## config.mk

```make
export PLATFORM = sky130hd
export DESIGN_NAME = clnc_port
export DESIGN_NICKNAME = d
export VERILOG_FILES = /design/src/rtl/clnc_pkg.sv /design/src/rtl/clnc_port.sv
export SDC_FILE = /design/constraint.sdc
export NUM_CORES = 1
export LEC_CHECK = 0
export CAP_MARGIN = 10
export CORE_AREA = 2 2 106 108
export CTS_BUF_LIST = sky130_fd_sc_hd__clkbuf_8
export DETAILED_ROUTE_END_ITERATION = 10
export DIE_AREA = 0 0 108 110
export DONT_BUFFER_PORTS = 1
export PLACE_DENSITY = 0.35
export SLEW_MARGIN = 20
export SYNTH_ARGS = -nofsm -noshare
export SYNTH_HDL_FRONTEND = slang
export SYNTH_SLANG_ARGS = --single-unit
```

## constraint.sdc

```tcl
create_clock -name sys_clk_i -period 4.1 [get_ports sys_clk_i]
set_input_delay 0.82 -clock sys_clk_i [delete_from_list [all_inputs] [get_ports sys_clk_i]]
set_output_delay 0.82 -clock sys_clk_i [all_outputs]
set_load 0.005 [all_outputs]
```

## src/rtl/clnc_pkg.sv

```systemverilog
// package: constants, types and command codes of the nibble command port
package clnc_pkg;
    // command byte decode (upper bits select the command)
    localparam logic [6:0] CMD_DIR = 7'h02;
    localparam logic [6:0] CMD_STEP = 7'h03;
    localparam logic [6:0] CMD_FONT = 7'h04;
    localparam logic [6:0] CMD_BLINK = 7'h05;
    localparam logic [6:0] CMD_DISP = 7'h06;
    localparam logic [6:0] CMD_CURS = 7'h07;
    localparam logic [7:0] CMD_SYSRST = 8'h10;
    localparam logic [6:0] CMD_LINE = 7'h09;
    localparam logic [3:0] CMD_GADDR_HI = 4'h2;
    localparam logic [2:0] CMD_GDATA_HI = 3'h2;
    localparam logic [0:0] CMD_CADDR_HI = 1'h1;
    // field positions
    localparam int CADDR_LINE_BIT = 6;
    localparam int DDRAM_AW = 6;
    localparam int GRAM_AW = 4;
    localparam int GRAM_DW = 5;
    // reset values of the control state
    localparam logic [DDRAM_AW-1:0] PTR_RST = 6'h00;
    // execution time: 16 command-clock periods; sys_clk stands in for it
    localparam int EXEC_CLK_PERIODS = 16;
    localparam int SYS_CLK_NS = 10;
    localparam int EXEC_NS = EXEC_CLK_PERIODS * SYS_CLK_NS;
    localparam logic [7:0] EXEC_CYCLES = 8'(EXEC_NS / SYS_CLK_NS);

    typedef struct packed {
        logic display_on;
        logic cursor_on;
        logic blink_on;
        logic font_block;
        logic dir_dec;
        logic two_line;
    } clnc_ctrl_s;

    typedef enum logic [1:0] {
        ST_HI = 2'b00,
        ST_LO = 2'b01
    } clnc_nib_e;
endpackage

```

## src/rtl/clnc_port.sv

```systemverilog
// nibble-wide host command port of a character display controller
`timescale 1ns/10ps
// Overview of operation
// - bus cycles are honoured only while chip select is low.
// - a read is a low read strobe, and read data is driven only then.
// - the nibble is captured on the rising edge of the write strobe.
// - register select high writes a character code, low a command.
// - only the top data line is ever driven, the others are inputs.
// - a command read returns busy on the top line, others float.
// - the cursor-direction bit picks decrement (1) or increment (0).
// - the cursor-step bit moves the cursor back (1) or forward (0) now.
// - the cursor-font bit picks blinking block (1) or underline (0).
// - display, cursor and blink commands set their function from bit 0.
// - system reset restores control defaults and keeps both RAMs.
// - the line-select bit picks two lines at 1/16 or one line at 1/8.
module clnc_port (
    input wire logic sys_clk_i,
    input wire logic rst_i,
    input wire logic cs_n_i,
    input wire logic rd_n_i,
    input wire logic wr_n_i,
    input wire logic register_select_i,
    input wire logic [3:0] nibble_bus_i,
    output logic nibble_bus_top_o,
    output logic nibble_bus_top_oe_o,
    output clnc_pkg::clnc_ctrl_s ctrl_o,
    output logic [clnc_pkg::DDRAM_AW-1:0] cursor_ptr_o,
    output logic cursor_line_o,
    output logic char_we_o,
    output logic [7:0] char_code_o,
    output logic glyph_ram_we_o,
    output logic [clnc_pkg::GRAM_AW-1:0] glyph_ram_addr_o,
    output logic [clnc_pkg::GRAM_DW-1:0] glyph_ram_data_o,
    output logic busy_flag_o
);

    ////////////////////////////////////////////////////////////////////////
    // pin synchronisers: two flops before any logic looks at a pin
    logic [7:0] pin_s1_q;
    logic [7:0] pin_s2_q;
    logic wr_n_last_q;
    always_ff @(posedge sys_clk_i) begin
        pin_s1_q <= {cs_n_i, rd_n_i, wr_n_i, register_select_i, nibble_bus_i};
        pin_s2_q <= pin_s1_q;
        wr_n_last_q <= pin_s2_q[5];
    end

    wire logic cs_n_s = pin_s2_q[7];
    wire logic rd_n_s = pin_s2_q[6];
    wire logic wr_n_s = pin_s2_q[5];
    wire logic rsel_s = pin_s2_q[4];
    wire logic [3:0] nib_s = pin_s2_q[3:0];
    // data is still stable at the strobe rise (hold time), so the synced
    // copy taken with the strobe's synced copy is the latched nibble
    wire logic wr_rise = ~wr_n_last_q & wr_n_s & ~cs_n_s;

    ////////////////////////////////////////////////////////////////////////
    // nibble pairing
    clnc_pkg::clnc_nib_e nib_q;
    logic [3:0] hi_q;
    logic rsel_hi_q;
    wire logic byte_done = wr_rise && (nib_q == clnc_pkg::ST_LO);
    wire logic [7:0] byte_w = {hi_q, nib_s};
    wire logic is_char = byte_done & rsel_hi_q;
    wire logic is_cmd = byte_done & ~rsel_hi_q;

    always_ff @(posedge sys_clk_i) begin
        if (rst_i) begin
            nib_q <= clnc_pkg::ST_HI;
            hi_q <= 4'h0;
            rsel_hi_q <= 1'b0;
        end else if (wr_rise) begin
            unique case (nib_q)
                clnc_pkg::ST_HI: begin
                    hi_q <= nib_s;
                    rsel_hi_q <= rsel_s;
                    nib_q <= clnc_pkg::ST_LO;
                end
                clnc_pkg::ST_LO: begin
                    nib_q <= clnc_pkg::ST_HI;
                end
                default: begin
                    nib_q <= clnc_pkg::ST_HI;
                end
            endcase
        end
    end

    ////////////////////////////////////////////////////////////////////////
    // command decode
    function automatic logic op7(input logic [7:0] b, input logic [6:0] c);
        return b[7:1] == c;
    endfunction

    wire logic c_dir = is_cmd & op7(byte_w, clnc_pkg::CMD_DIR);
    wire logic c_step = is_cmd & op7(byte_w, clnc_pkg::CMD_STEP);
    wire logic c_font = is_cmd & op7(byte_w, clnc_pkg::CMD_FONT);
    wire logic c_blink = is_cmd & op7(byte_w, clnc_pkg::CMD_BLINK);
    wire logic c_disp = is_cmd & op7(byte_w, clnc_pkg::CMD_DISP);
    wire logic c_curs = is_cmd & op7(byte_w, clnc_pkg::CMD_CURS);
    wire logic c_line = is_cmd & op7(byte_w, clnc_pkg::CMD_LINE);
    wire logic c_sysrst = is_cmd & (byte_w == clnc_pkg::CMD_SYSRST);
    wire logic c_gaddr = is_cmd & (byte_w[7:4] == clnc_pkg::CMD_GADDR_HI);
    wire logic c_gdata = is_cmd & (byte_w[7:5] == clnc_pkg::CMD_GDATA_HI);
    wire logic c_caddr = is_cmd & (byte_w[7] == clnc_pkg::CMD_CADDR_HI);
    wire logic bit0 = byte_w[0];
    // undefined codes match nothing above and change no state, yet still raise busy
    wire logic any_cmd = is_cmd | is_char;

    ////////////////////////////////////////////////////////////////////////
    // control state
    clnc_pkg::clnc_ctrl_s ctrl_q;
    logic [clnc_pkg::DDRAM_AW-1:0] ptr_q;
    logic line_q;
    logic [clnc_pkg::GRAM_AW-1:0] gaddr_q;
    logic [7:0] busy_cnt_q;
    logic char_we_q;
    logic [7:0] char_q;
    logic gwe_q;
    logic [clnc_pkg::GRAM_DW-1:0] gdata_q;
    logic rd_top_q;
    logic rd_oe_q;

    // char writes move the cursor by the direction that was set
    wire logic step_back = c_step ? bit0 : ctrl_q.dir_dec;
    wire logic do_step = c_step | is_char;
    wire logic [clnc_pkg::DDRAM_AW-1:0] ptr_step = step_back ?
        ptr_q - 6'h01 : ptr_q + 6'h01;

    always_ff @(posedge sys_clk_i) begin
        if (rst_i || c_sysrst) begin
            ctrl_q <= '0;
            ptr_q <= clnc_pkg::PTR_RST;
            line_q <= 1'b0;
            gaddr_q <= '0;
        end else begin
            if (c_dir) ctrl_q.dir_dec <= bit0;
            if (c_font) ctrl_q.font_block <= bit0;
            if (c_blink) ctrl_q.blink_on <= bit0;
            if (c_disp) ctrl_q.display_on <= bit0;
            if (c_curs) ctrl_q.cursor_on <= bit0;
            if (c_line) ctrl_q.two_line <= bit0;
            if (c_caddr) begin
                line_q <= byte_w[clnc_pkg::CADDR_LINE_BIT];
                ptr_q <= byte_w[clnc_pkg::DDRAM_AW-1:0];
            end else if (do_step) begin
                ptr_q <= ptr_step;
            end
            if (c_gaddr) gaddr_q <= byte_w[clnc_pkg::GRAM_AW-1:0];
            else if (gwe_q) gaddr_q <= gaddr_q + 4'h1;
        end
    end

    // write strobes toward the RAMs; ram contents are outside this block
    always_ff @(posedge sys_clk_i) begin
        if (rst_i) begin
            char_we_q <= 1'b0;
            char_q <= 8'h00;
            gwe_q <= 1'b0;
            gdata_q <= '0;
        end else begin
            char_we_q <= is_char;
            if (is_char) char_q <= byte_w;
            gwe_q <= c_gdata;
            if (c_gdata) gdata_q <= byte_w[clnc_pkg::GRAM_DW-1:0];
        end
    end

    ////////////////////////////////////////////////////////////////////////
    // busy: held for the command execution time after every byte
    always_ff @(posedge sys_clk_i) begin
        if (rst_i) busy_cnt_q <= 8'h00;
        else if (any_cmd) busy_cnt_q <= clnc_pkg::EXEC_CYCLES;
        else if (busy_cnt_q != 8'h00) busy_cnt_q <= busy_cnt_q - 8'h01;
    end

    // only the top line turns around; the lower three never drive
    wire logic rd_busy = ~cs_n_s & ~rd_n_s & ~rsel_s;
    always_ff @(posedge sys_clk_i) begin
        if (rst_i) begin
            rd_top_q <= 1'b0;
            rd_oe_q <= 1'b0;
        end else begin
            rd_oe_q <= rd_busy;
            rd_top_q <= (busy_cnt_q != 8'h00);
        end
    end

    assign nibble_bus_top_o = rd_top_q;
    assign nibble_bus_top_oe_o = rd_oe_q;
    assign ctrl_o = ctrl_q;
    assign cursor_ptr_o = ptr_q;
    assign cursor_line_o = line_q;
    assign char_we_o = char_we_q;
    assign char_code_o = char_q;
    assign glyph_ram_we_o = gwe_q;
    assign glyph_ram_addr_o = gaddr_q;
    assign glyph_ram_data_o = gdata_q;
    assign busy_flag_o = rd_top_q;

endmodule // clnc_port

```

=== Word level (Yosys, flattened, before mapping) ===
Cells that the tools add are included.

* Memories: 0
* Memory bits (read-only): 0
* Memory bits (writable): 0
* Latch bits: 0
* Register bits after elaboration: 66

* Shift operators: 0
* $lt $le $gt $ge: 0
* Mux-type cells: 9
* Equality and inequality tests: 11
* Bitwise operators: 24
* Divide/modulo/power cells: 0
* Reductions and logical operators: 9
* Multipliers: 0
* Add/subtract/negate cells: 4

{| class="wikitable"
|+ Operators by type and width
! cell !! number
|-
| == test 7 x 3 -> 1 bit (second input constant) || 4
|-
| two-way mux 6 bit || 3
|-
| AND 1 bit || 17
|-
| == test 7 x 2 -> 1 bit (second input constant) || 2
|-
| two-way mux 5 bit || 2
|-
| == test 8 x 5 -> 1 bit (second input constant) || 1
|-
| two-way mux 4 bit || 2
|-
| nonzero test 8 bit || 1
|-
| subtractor 8 x 1 -> 8 bit (second input constant) || 1
|-
| == test 7 x 4 -> 1 bit (second input constant) || 1
|-
| adder 6 x 1 -> 6 bit (second input constant) || 1
|-
| nonzero test 2 bit || 3
|-
| subtractor 6 x 1 -> 6 bit (second input constant) || 1
|-
| inverter 1 bit || 5
|-
| adder 4 x 1 -> 4 bit (second input constant) || 1
|-
| == test 4 x 2 -> 1 bit (second input constant) || 1
|-
| == test 3 x 2 -> 1 bit (second input constant) || 1
|-
| == test 2 x 1 -> 1 bit (second input constant) || 1
|-
| zero test 2 bit || 1
|-
| two-way mux 1 bit || 2
|-
| bitwise OR 1 bit || 2
|-
| AND reduction 2 bit || 1
|-
| OR reduction 2 bit || 1
|-
| logical AND 1 bit || 1
|-
| logical OR 1 bit || 1
|}

=== Longest topological paths before layout ===
Gate-level depths: netlist (run 1).

* Depth after elaboration: 10
* Gate-level depth with buffers: 13
* Gate-level depth less buffers: 12

=== Worst setup path after synthesis (run 1) ===
OpenSTA, ideal clock, no wires.

* Kind: register -> register
* From: reg hi_q[0]
* To: reg ptr_q, in the netlist cursor_ptr_o[5]
* Slack: 1.406 ns
* Arrival time: 2.610 ns
* Cell stages (with the launch flop): 13
* Path through: dfxtp_1 -> nor4_4 -> nand2_2 -> nor2_2 -> mux2i_2 -> inv_1 -> ha_1 -> a21oi_1 -> nand2_1 -> a21o_1 -> a21oi_1 -> xnor3_1 -> o31ai_2

* Cells in the longest elaborated chain, start to end: 6

{| class="wikitable"
|+ RTL lines
! element !! line !! RTL
|-
| start: declaration || clnc_port.sv:60 || <nowiki>logic [3:0] hi_q;</nowiki>
|-
| start signal: assignment || clnc_port.sv:75 || <nowiki>hi_q <= nib_s;</nowiki>
|-
| == test 7 x 2 -> 1 bit || clnc_port.sv:92 || <nowiki>return b[7:1] == c;</nowiki>
|-
| AND 1 bit || clnc_port.sv:96 || <nowiki>wire logic c_step = is_cmd & op7(byte_w, clnc_pkg::CMD_STEP);</nowiki>
|-
| two-way mux 1 bit || clnc_port.sv:125 || <nowiki>wire logic step_back = c_step ? bit0 : ctrl_q.dir_dec;</nowiki>
|-
| two-way mux 6 bit || clnc_port.sv:127 || <nowiki>wire logic [clnc_pkg::DDRAM_AW-1:0] ptr_step = step_back ?</nowiki>
|-
| two-way mux 6 bit || clnc_port.sv:146 || <nowiki>end else if (do_step) begin</nowiki>
|-
| two-way mux 6 bit || clnc_port.sv:143 || <nowiki>if (c_caddr) begin</nowiki>
|-
| end signal: assignment || clnc_port.sv:133 || <nowiki>ptr_q <= clnc_pkg::PTR_RST;</nowiki>
|-
| end signal: assignment || clnc_port.sv:145 || <nowiki>ptr_q <= byte_w[clnc_pkg::DDRAM_AW-1:0];</nowiki>
|-
| end signal: assignment || clnc_port.sv:147 || <nowiki>ptr_q <= ptr_step;</nowiki>
|-
| end: declaration || clnc_port.sv:113 || <nowiki>logic [clnc_pkg::DDRAM_AW-1:0] ptr_q;</nowiki>
|}

Several ways; a longest one is shown, not always the timed one. The select of a mux whose other input is x is not followed.
A chain may end at the register's enable or synchronous reset.

=== Final worst setup path (run 1) ===
Ends and elaborated chain as after synthesis.

==> results.cfg, run 1 <==
[power_and_ir_drop]
power_frac_seq = 0.482
power_switching_share = 0.2695
power_per_cell_area_mw_per_mm2 = 517.1
internal_power_mw = 1.109
static_power_due_to_leakage_nw = 1.122
power.net_switching_mw = 0.4091
comb_power_share = 0.135
power.ir.vdd_worst_mv = 0.2028
power.clock.fraction = 0.383

[floorplanning]
die_area_mm2 = 0.01188
floorplan.initialDensity = 0.2442
die_h_um = 110
die_extent_in_x_um = 108
num_rows = 38
area_inside_the_core_boundary_mm2 = 0.01070
io-pin-count = 45

[worst_setup_path]
regToRegSetupSlack_ps = 1120
worst_setup_path_start_kind = flip-flop
critical_path_class = reg2reg
worst_setup_path_end_kind = flip-flop
crit-reg2reg-capture = cursor_ptr_o[5]$_SDFFE_PP0P_
critical_path.reg2reg.startpoint = hi_q[0]$_SDFFE_PP0P_
timing.reg2reg.worst_path_depth = 12
critical_path.max_fanout = 7
crit_arrival_ps = 3240
critPathRequiredTime_ps = 4360

[routing]
post_drt_via_cell_ratio = 4.312
drt-met1-wl_um = 2934
remaining_drc_errors = 0
num_vias = 1798
initial_drt_pass_iterations = 4
met2_length_um = 2341
ant_nets = 0
route.met3.wl_um = 567
totalWireLength_um = 5932
routed_wire_per_std_cell_um = 14.23
topRoutingLayerUsed = met4
dr.first_iter.drc_count = 65

[yosys]
avgSynthCellArea_um2 = 9.431
post_synth_inst_count = 277
yosys.area.top_type = sky130_fd_sc_hd__dfxtp_1
ys.flop_type = sky130_fd_sc_hd__dfxtp_1
netlist_top_cells_area = sky130_fd_sc_hd__dfxtp_1, sky130_fd_sc_hd__nor2_1, sky130_fd_sc_hd__mux2i_1
synth_top_area_frac = 0.4981
synth.cell_area_mm2 = 0.002613
distinct_cells_synth = 46
yosysSeqAreaShare = 0.4981
ys_async_sr_fraction = 0
synth.net_count = 295
synth_enable_flop_cells = 0
yosys_warnings = 0
synth.ff_latch_count = 65

[cells_and_area]
num-nets-final = 290
final_cell_area_mm2 = 0.002935
n_antenna_cell = 0
post_route_cells_drive_above_1_share = 0.1083
layout.cells.most_common = sky130_fd_sc_hd__dfxtp_1
area_growth_pct = 12.36
nFillCells = 1161
layout_common_cells = sky130_fd_sc_hd__dfxtp_1, sky130_fd_sc_hd__nor2_1, sky130_fd_sc_hd__nand2_1

[timing]
setup_viol = 0
maxClockFrequency_mhz = 336.0
slew_violations = 0
grt_setup_unrepaired = no
clock-skew-final_ps = 10.73
period_share = 0.7259
tightestPinTransition_ps = 626.7
hold_viol_final = 0
timing.final.crit_period_ps = 2976
timing.setup.tns_ps = 0
slew_headroom = 0.5822

[worst_hold_path]
holdCritStartpoint = pin_s1_q[3]$_DFF_P_
worst_hold_path_type = reg2reg
worstHoldPathCells = 0
worst_hold_path.endpoint = pin_s2_q[3]$_DFF_P_

[clock_tree]
hold_buffers = 0
cts_tree = yes
inserted_clock_buffers = 9
clk_pin_slew_ps = 70
cts_root_buf = sky130_fd_sc_hd__clkbuf_8
max-clock-path-buffers = 2
cts.repair.resized = 0
maximum_level_of_the_cts_h_tree = 3
post_cts_buffers = 0
tritoncts_num_sinks = 65
clock_insertion_delay_worst_skew_ps = 350

[global_routing]
grt_pass1_vias = 1871
gr-usage-all-layers = 0.1129
grt_first_pass_wirelength_um = 9915
grt_start_max_net_pins = 29
grt-ovfl-total = 0
antenna_found_initial = 0

[placement]
detailedPlacementHpwl_um = 4083
total_of_buffers_placed_on_input_and_output_ports = 0
gpl.final_weighted_congestion = 0.7154
area_after_detailed_placement_mm2 = 0.002720

[flow_run]
cap_viol_max_count = 0

[outcome]
outcome = finished clean
## worst max path at each step
stage                               startpoint                      endpoint  slack, ps  cells past startpoint
after CTS                 hi_q[0]$_SDFFE_PP0P_  cursor_ptr_o[5]$_SDFFE_PP0P_       1070                     12
after floorplan           hi_q[0]$_SDFFE_PP0P_  cursor_ptr_o[5]$_SDFFE_PP0P_       1410                     12
after global placement    hi_q[0]$_SDFFE_PP0P_  cursor_ptr_o[5]$_SDFFE_PP0P_       1140                     12
final                     hi_q[0]$_SDFFE_PP0P_  cursor_ptr_o[5]$_SDFFE_PP0P_       1120                     12
after global routing      hi_q[0]$_SDFFE_PP0P_  cursor_ptr_o[5]$_SDFFE_PP0P_        740                     12
after detailed placement  hi_q[0]$_SDFFE_PP0P_  cursor_ptr_o[5]$_SDFFE_PP0P_       1100                     12
## flip-flops by register name, indices dropped and copies added, names as in the netlist, 4 cells and up
| register | cells |
|---|---|
| pin_s2_q | 8 |
| char_code_o | 8 |
| glyph_ram_addr_o | 4 |
| pin_s1_q | 8 |
| busy_cnt_q | 8 |
| hi_q | 4 |
| glyph_ram_data_o | 5 |
| cursor_ptr_o | 6 |
| ctrl_o | 6 |
## power groups by stage
stage	logic, mW	registers, mW	clock network (mW)
after floorplan	0.192	0.730	0
after global placement	0.207	0.746	0
after detailed placement	0.209	0.747	0
after CTS	0.210	0.732	0.612
after global routing	0.241	0.739	0.642
final	0.205	0.731	0.582
## synth_stat cells, drive strengths merged, types with 3 or more instances
cell type  instances
nor2b              4
ha                 7
a21o               4
nor3               5
clkbuf             9
buf                8
a21oi             22
nand3             15
inv                7
a221oi             3
xor2               6
xnor2              7
mux2i             17
nor2              50
nor4               3
nand2             24
dfxtp             65
## through the flow
| step | hold slack (ps) | total power, mW | setup slack (ps) | cells | util |
|---|---|---|---|---|---|
| 2_1_floorplan | 309.6 | 0.9221 | 1406 | 277 | - |
| 3_3_place_gp | 310.6 | 0.9534 | 1135 | 401 | 0.2543 |
| 3_5_place_dp | 314.6 | 0.9557 | 1104 | 401 | 0.2543 |
| 4_1_cts | 332.4 | 1.554 | 1073 | 417 | 0.2744 |
| 5_1_grt | 334.1 | 1.622 | 742.1 | 417 | 0.2744 |
| 6_report | 329.5 | 1.518 | 1124 | 417 | 0.2744 |
## cells by family (layout without fill, tap and decap cells)
logic type	after synthesis	in the layout	synth area share
multiplexers	17	17	0.06657
AO/OA/AOI/OAI	34	34	0.08477
adder cells (fa/ha/maj)	8	8	0.04119
XOR/XNOR	14	14	0.05220
flip-flops	65	65	0.4981
AND/OR/NAND/NOR	115	115	0.2184
buffers and inverters	24	24	0.03879
## critical path: stages, from the launching register on
cell	delay, ps
sky130_fd_sc_hd__dfxtp_1	400
sky130_fd_sc_hd__nor4_4	460
sky130_fd_sc_hd__nand2_2	100
sky130_fd_sc_hd__nor2_2	150
sky130_fd_sc_hd__mux2i_2	330
sky130_fd_sc_hd__inv_1	170
sky130_fd_sc_hd__ha_1	330
sky130_fd_sc_hd__a21oi_1	130
sky130_fd_sc_hd__nand2_1	100
sky130_fd_sc_hd__a21o_1	180
sky130_fd_sc_hd__a21oi_1	150
sky130_fd_sc_hd__xnor3_1	240
sky130_fd_sc_hd__o31ai_2	170
## routing by layer
metal,vias up,GRT usage
li1,916,-
met1,822,0.1508
met2,51,0.1532
met3,9,0.05761
met4,0,0.04396
met5,-,0
## final cells by class
class | instances | area (um^2) | share of cell area
tap | 140 | 175.2 | 0.05968
multi-input combinational | 188 | 1210 | 0.4122
sequential | 65 | 1301 | 0.4433
clock buffer | 12 | 165.2 | 0.05627
inverter | 7 | 26.28 | 0.008951
clock inverter | 4 | 50.05 | 0.01705
timing repair buffer | 1 | 7.507 | 0.002558
No activity file was read; power rests on OpenSTA's default activity.
==> run 2, diff against run 1 <==
--- a/config.mk
+++ b/config.mk
@@ -11,7 +11,7 @@
 export DETAILED_ROUTE_END_ITERATION = 10
 export DIE_AREA = 0 0 108 110
 export DONT_BUFFER_PORTS = 1
-export PLACE_DENSITY = 0.35
+export PLACE_DENSITY = 0.36
 export SLEW_MARGIN = 20
 export SYNTH_ARGS = -nofsm -noshare
 export SYNTH_HDL_FRONTEND = slang
==> constraint.sdc (replaced) <==
create_clock -name sys_clk_i -period 2.4 [get_ports sys_clk_i]
set_input_delay 0.48 -clock sys_clk_i [delete_from_list [all_inputs] [get_ports sys_clk_i]]
set_output_delay 0.48 -clock sys_clk_i [all_outputs]
set_load 0.005 [all_outputs]
==> results.cfg, run 2 (same netlist as run 1, synthesis figures left out) <==
[timing]
clock-skew-final_ps = 9.215
slew_headroom = 0.5965
hold_viol_final = 0
maxClockFrequency_mhz = 406.5
tightestPinTransition_ps = 604.0
timing.final.crit_period_ps = 2460
slew_violations = 0
setup_viol = 1
fin_ws_ps = -59.87
grt_setup_unrepaired = yes
period_share = 1.025
timing.setup.tns_ps = -59.87

[clock_tree]
cts_root_buf = sky130_fd_sc_hd__clkbuf_8
maximum_level_of_the_cts_h_tree = 3
clk_pin_slew_ps = 70
cts_tree = yes
max-clock-path-buffers = 2
tritoncts_num_sinks = 65
inserted_clock_buffers = 9
clock_insertion_delay_worst_skew_ps = 350

[cells_and_area]
finish.cell_count_without_fillers = 443
n_antenna_cell = 0
layout.cells.most_common = sky130_fd_sc_hd__dfxtp_1
num-nets-final = 317
final_cell_area_mm2 = 0.003193
area_growth_pct = 22.22
layout_common_cells = sky130_fd_sc_hd__dfxtp_1, sky130_fd_sc_hd__nor2_1, sky130_fd_sc_hd__buf_4
post_route_cells_drive_above_1_share = 0.2277

[routing]
ant_nets = 0
dr.first_iter.drc_count = 143
initial_drt_pass_iterations = 4
totalWireLength_um = 6301
remaining_drc_errors = 0
post_drt_via_cell_ratio = 4.158
num_vias = 1842
routed_wire_per_std_cell_um = 14.22

[placement]
dp_worst_setup_slack_ps = -118.2
gpl.final_weighted_congestion = 0.7187
area_after_detailed_placement_mm2 = 0.002939
placed_cells = 426
detailedPlacementHpwl_um = 4374
total_of_buffers_placed_on_input_and_output_ports = 0

[worst_hold_path]
worst_hold_path_type = in2reg

[floorplanning]
die_area_mm2 = 0.01188
die_extent_in_x_um = 108
io-pin-count = 45
floorplan.initialDensity = 0.2442
die_h_um = 110
num_rows = 38
area_inside_the_core_boundary_mm2 = 0.01070

[global_routing]
grt_first_pass_wirelength_um = 10120
gr-usage-all-layers = 0.1155
grt_start_max_net_pins = 29
grt_pass1_vias = 1926
grt-ovfl-total = 0
antenna_found_initial = 0

[power_and_ir_drop]
static_power_due_to_leakage_nw = 1.250
power_per_cell_area_mw_per_mm2 = 799.4
power.ir.vdd_worst_mv = 0.3154

[outcome]
failed_checks = negative setup slack
outcome = finished, violations left

[worst_setup_path]
crit_arrival_ps = 2730
worst_setup_path_end_kind = flip-flop
critPathRequiredTime_ps = 2670
critical_path_class = reg2reg
critical_path.max_fanout = 5
worst_setup_path_start_kind = flip-flop

[flow_run]
cap_viol_max_count = 0
==> run 2: power breakdown <==
part	internal [mW]	leakage, nW	total [mW]	switching (mW)
sequential	1.17	0.534	1.24	0.0719
clock	0.523	0.106	0.930	0.407
combinational	0.184	0.610	0.385	0.201
total	1.87	1.25	2.55	0.679
==> run 2: repair_timing <==
item | in CTS | in global routing
endpoints found under the setup margin | 3 | 4
buffers inserted | 1 | 2
hold buffers | 0 | 0
gates resized for setup | 5 | 5
pin swaps | 5 | 10
==> run 2: final cells by class <==
type | count | area (um^2)
multi-input cells | 188 | 1281
repair buffers | 28 | 210.2
well taps | 140 | 175.2
clock buffers | 11 | 151.4
clock inverters | 4 | 43.79
inverters | 7 | 26.28
flip-flops and latches | 65 | 1305
fillers | 1145 | 7505
==> run 2: critical path, cell delays in order (launching register included) <==
cell and delay (ps):
sky130_fd_sc_hd__dfxtp_2 320, sky130_fd_sc_hd__and4bb_4 340, sky130_fd_sc_hd__nand3_4 90, sky130_fd_sc_hd__nor2_4 130, sky130_fd_sc_hd__mux2i_2 250, sky130_fd_sc_hd__inv_2 130
sky130_fd_sc_hd__ha_4 240, sky130_fd_sc_hd__a21oi_2 110, sky130_fd_sc_hd__nand2_1 70, sky130_fd_sc_hd__a21o_1 190, sky130_fd_sc_hd__a21oi_2 120, sky130_fd_sc_hd__xnor3_1 230
sky130_fd_sc_hd__o31ai_2 170
==> run 2: per-stage QoR <==
stage	power, mW	hold slack (ps)	util
global placement	1.644	317.4	0.2747
floorplan	1.575	309.6	-
finish	2.553	151.1	0.2985
global route	2.701	129.0	0.2985
CTS	2.607	128.0	0.2967
detailed placement	1.647	314.7	0.2747
==> run 2: final timing paths <==
kind | from | end | slack [ps] | cells past startpoint
min | nibble_bus_i[0] | pin_s1_q[0]$_DFF_P_ | 150 | 0
max | pin_s2_q[7]$_DFF_P_ | cursor_ptr_o[5]$_SDFFE_PP0P_ | -60 | 12
min reg2reg | pin_s1_q[7]$_DFF_P_ | pin_s2_q[7]$_DFF_P_ | 330 | 0
max reg2reg | pin_s2_q[7]$_DFF_P_ | cursor_ptr_o[5]$_SDFFE_PP0P_ | -60 | 12
==> run 2: routing by layer <==
| layer | GRT usage | vias to the layer above | part of all wire |
|---|---|---|---|
| met3 | 0.04350 | 11 | 0.072 |
| met5 | 0 | - | 0 |
| met2 | 0.1748 | 42 | 0.43 |
| met4 | 0.05769 | 0 | 0.020 |
| met1 | 0.1442 | 820 | 0.48 |
| li1 | - | 969 | - |
==> run 3, diff against run 2 <==
--- a/config.mk
+++ b/config.mk
@@ -6,10 +6,10 @@
 export NUM_CORES = 1
 export LEC_CHECK = 0
 export CAP_MARGIN = 10
-export CORE_AREA = 2 2 106 108
+export CORE_AREA = 2 2 90 126
 export CTS_BUF_LIST = sky130_fd_sc_hd__clkbuf_8
 export DETAILED_ROUTE_END_ITERATION = 10
-export DIE_AREA = 0 0 108 110
+export DIE_AREA = 0 0 92 128
 export DONT_BUFFER_PORTS = 1
 export PLACE_DENSITY = 0.36
 export SLEW_MARGIN = 20
==> results.cfg, run 3 (same netlist as run 1, synthesis figures left out) <==
[power_and_ir_drop]
internal_power_mw = 2.011
power_per_cell_area_mw_per_mm2 = 826.7
power.ir.vdd_worst_mv = 0.2968
power_frac_seq = 0.457
power_switching_share = 0.2546
power.net_switching_mw = 0.6868
power.clock.fraction = 0.400
static_power_due_to_leakage_nw = 1.271
comb_power_share = 0.143

[clock_tree]
tritoncts_num_sinks = 65
cts_tree = yes
cts_root_buf = sky130_fd_sc_hd__clkbuf_8
maximum_level_of_the_cts_h_tree = 3
clk_pin_slew_ps = 70
max-clock-path-buffers = 2
clock_insertion_delay_worst_skew_ps = 350
inserted_clock_buffers = 9
hold_buffers = 0

[worst_hold_path]
worstHoldPathCells = 0
worst_hold_path.endpoint = pin_s1_q[2]$_DFF_P_
worst_hold_path_type = in2reg
holdCritStartpoint = nibble_bus_i[2]

[global_routing]
gr-usage-all-layers = 0.1196
grt_pass1_vias = 1955
grt_first_pass_wirelength_um = 10610
grt-ovfl-total = 0
antenna_found_initial = 0
grt_start_max_net_pins = 29

[routing]
initial_drt_pass_iterations = 4
totalWireLength_um = 6501
post_drt_via_cell_ratio = 4.319
routed_wire_per_std_cell_um = 14.61
num_vias = 1922
dr.first_iter.drc_count = 82
remaining_drc_errors = 0
ant_nets = 0

[timing]
maxClockFrequency_mhz = 399.4
setup_viol = 2
slew_violations = 0
period_share = 1.043
fin_ws_ps = -103.6
slew_headroom = 0.6278
grt_setup_unrepaired = yes
hold_slack_ps = 154.1
timing.final.crit_period_ps = 2504
hold_viol_final = 0
tightestPinTransition_ps = 557.2
clock-skew-final_ps = 6.601

[outcome]
failed_checks = negative setup slack
outcome = finished, violations left

[worst_setup_path]
critical_path.max_fanout = 5
timing.critical_path.mode_cell = sky130_fd_sc_hd__a21oi_2
critical_path_class = reg2reg
crit_path_top_delay_cell = sky130_fd_sc_hd__and4bb_4
critical_path.reg2reg.startpoint = pin_s2_q[7]$_DFF_P_
crit_arrival_ps = 2770
critPathRequiredTime_ps = 2660
crit_path_cell_trace = and4bb_4, nand3_4, nor2_4, mux2i_2, inv_2, ha_4, a21oi_2, nand2_2, a21o_1, a21oi_2, xnor3_1, o31ai_2
critical_path.max_stage_delay_ps = 340
crit-reg2reg-capture = cursor_ptr_o[5]$_SDFFE_PP0P_
regToRegSetupSlack_ps = -100
worst_setup_path_end_kind = flip-flop
timing.reg2reg.worst_path_depth = 12
worst_setup_path_start_kind = flip-flop

[cells_and_area]
nFillCells = 1159
post_route_cells_drive_above_1_share = 0.2368
post-route-util = 0.3050
finish.cell_count_without_fillers = 445
area_growth_pct = 24.90
layout.cells.most_common = sky130_fd_sc_hd__dfxtp_1
layout_common_cells = sky130_fd_sc_hd__dfxtp_1, sky130_fd_sc_hd__nor2_1, sky130_fd_sc_hd__buf_4
num-nets-final = 318
n_antenna_cell = 0

[placement]
gpl.final_weighted_congestion = 0.7235
detailedPlacementHpwl_um = 4727
placed_cells = 427
dp_worst_setup_slack_ps = -93.67
total_of_buffers_placed_on_input_and_output_ports = 0

[floorplanning]
num_rows = 45
floorplan.initialDensity = 0.2442
io-pin-count = 45
die_extent_in_x_um = 92
area_inside_the_core_boundary_mm2 = 0.01070
die_h_um = 128
die_area_mm2 = 0.01178

[flow_run]
cap_viol_max_count = 0
==> run 3: cell count changes in the layout (fill, tap and decap cells not counted), sizes merged <==
cell    before  now
bufinv       1    2
clkbuf      11   12
buf         28   29
clkinv       2    0
==> run 3: per-layer routing <==
metal,GRT usage,up-vias,share of wire
met5,0,-,0
met2,0.2063,35,0.52
met1,0.1321,904,0.41
met4,0.05970,0,0.026
li1,-,970,-
met3,0.03762,13,0.044
==> run 3: worst max path at each step <==
stage                               from                           end  depth (start not counted)
finish               pin_s2_q[7]$_DFF_P_  cursor_ptr_o[5]$_SDFFE_PP0P_                         12
floorplan           hi_q[3]$_SDFFE_PP0P_  cursor_ptr_o[5]$_SDFFE_PP0P_                         12
global placement     wr_n_last_q$_DFF_P_  cursor_ptr_o[5]$_SDFFE_PP0P_                         12
detailed placement   wr_n_last_q$_DFF_P_  cursor_ptr_o[5]$_SDFFE_PP0P_                         12
global route        hi_q[3]$_SDFFE_PP0P_  cursor_ptr_o[5]$_SDFFE_PP0P_                         12
CTS                  wr_n_last_q$_DFF_P_  cursor_ptr_o[5]$_SDFFE_PP0P_                         12
==> run 3: worst max-delay path, delay by kind of cell, from the launching register on <==
family          cells  cell delay [ps]
fa+ha+maj           1              240
compound gates      4              610
simple gates        4              620
buf+inv             1              130
xor+xnor            1              230
mux                 1              260
flops               1              320
==> run 3: area by class of cell <==
cell class	count	area (um^2)	area share
repair buffers	29	225.2	0.06902
clock inverters	3	63.81	0.01956
inverters	7	26.28	0.008052
well taps	141	176.4	0.05406
clock buffers	12	165.2	0.05061
flip-flops and latches	65	1305	0.3999
multi-input cells	188	1301	0.3988
==> run 3: stage by stage <==
stage          setup TNS (ps)  power [mW]  area [um^2]
4_1_cts                -121.7       2.747         3178
6_report               -152.7       2.698         3263
3_5_place_dp           -109.4       1.650         2940
5_1_grt                -596.7       2.859         3263
3_3_place_gp           -71.38       1.650         2940
2_1_floorplan          -139.8       1.575         2644
==> run 3: what timing repair did <==
| action | CTS | global route |
|---|---|---|
| resized for setup | 2 | 12 |
| pin swaps | 0 | 12 |
| setup buffers | 0 | 4 |
| endpoints found under the setup margin | 3 | 4 |
| cloned | 0 | 0 |
==> run 3: power by group through the flow <==
stage               sequential [mW]  combinational, mW  clock [mW]
floorplan                      1.25              0.328           0
global placement               1.26              0.388           0
detailed placement             1.26              0.391           0
CTS                            1.24              0.394        1.12
global route                   1.25              0.453        1.16
finish                         1.23              0.385        1.08
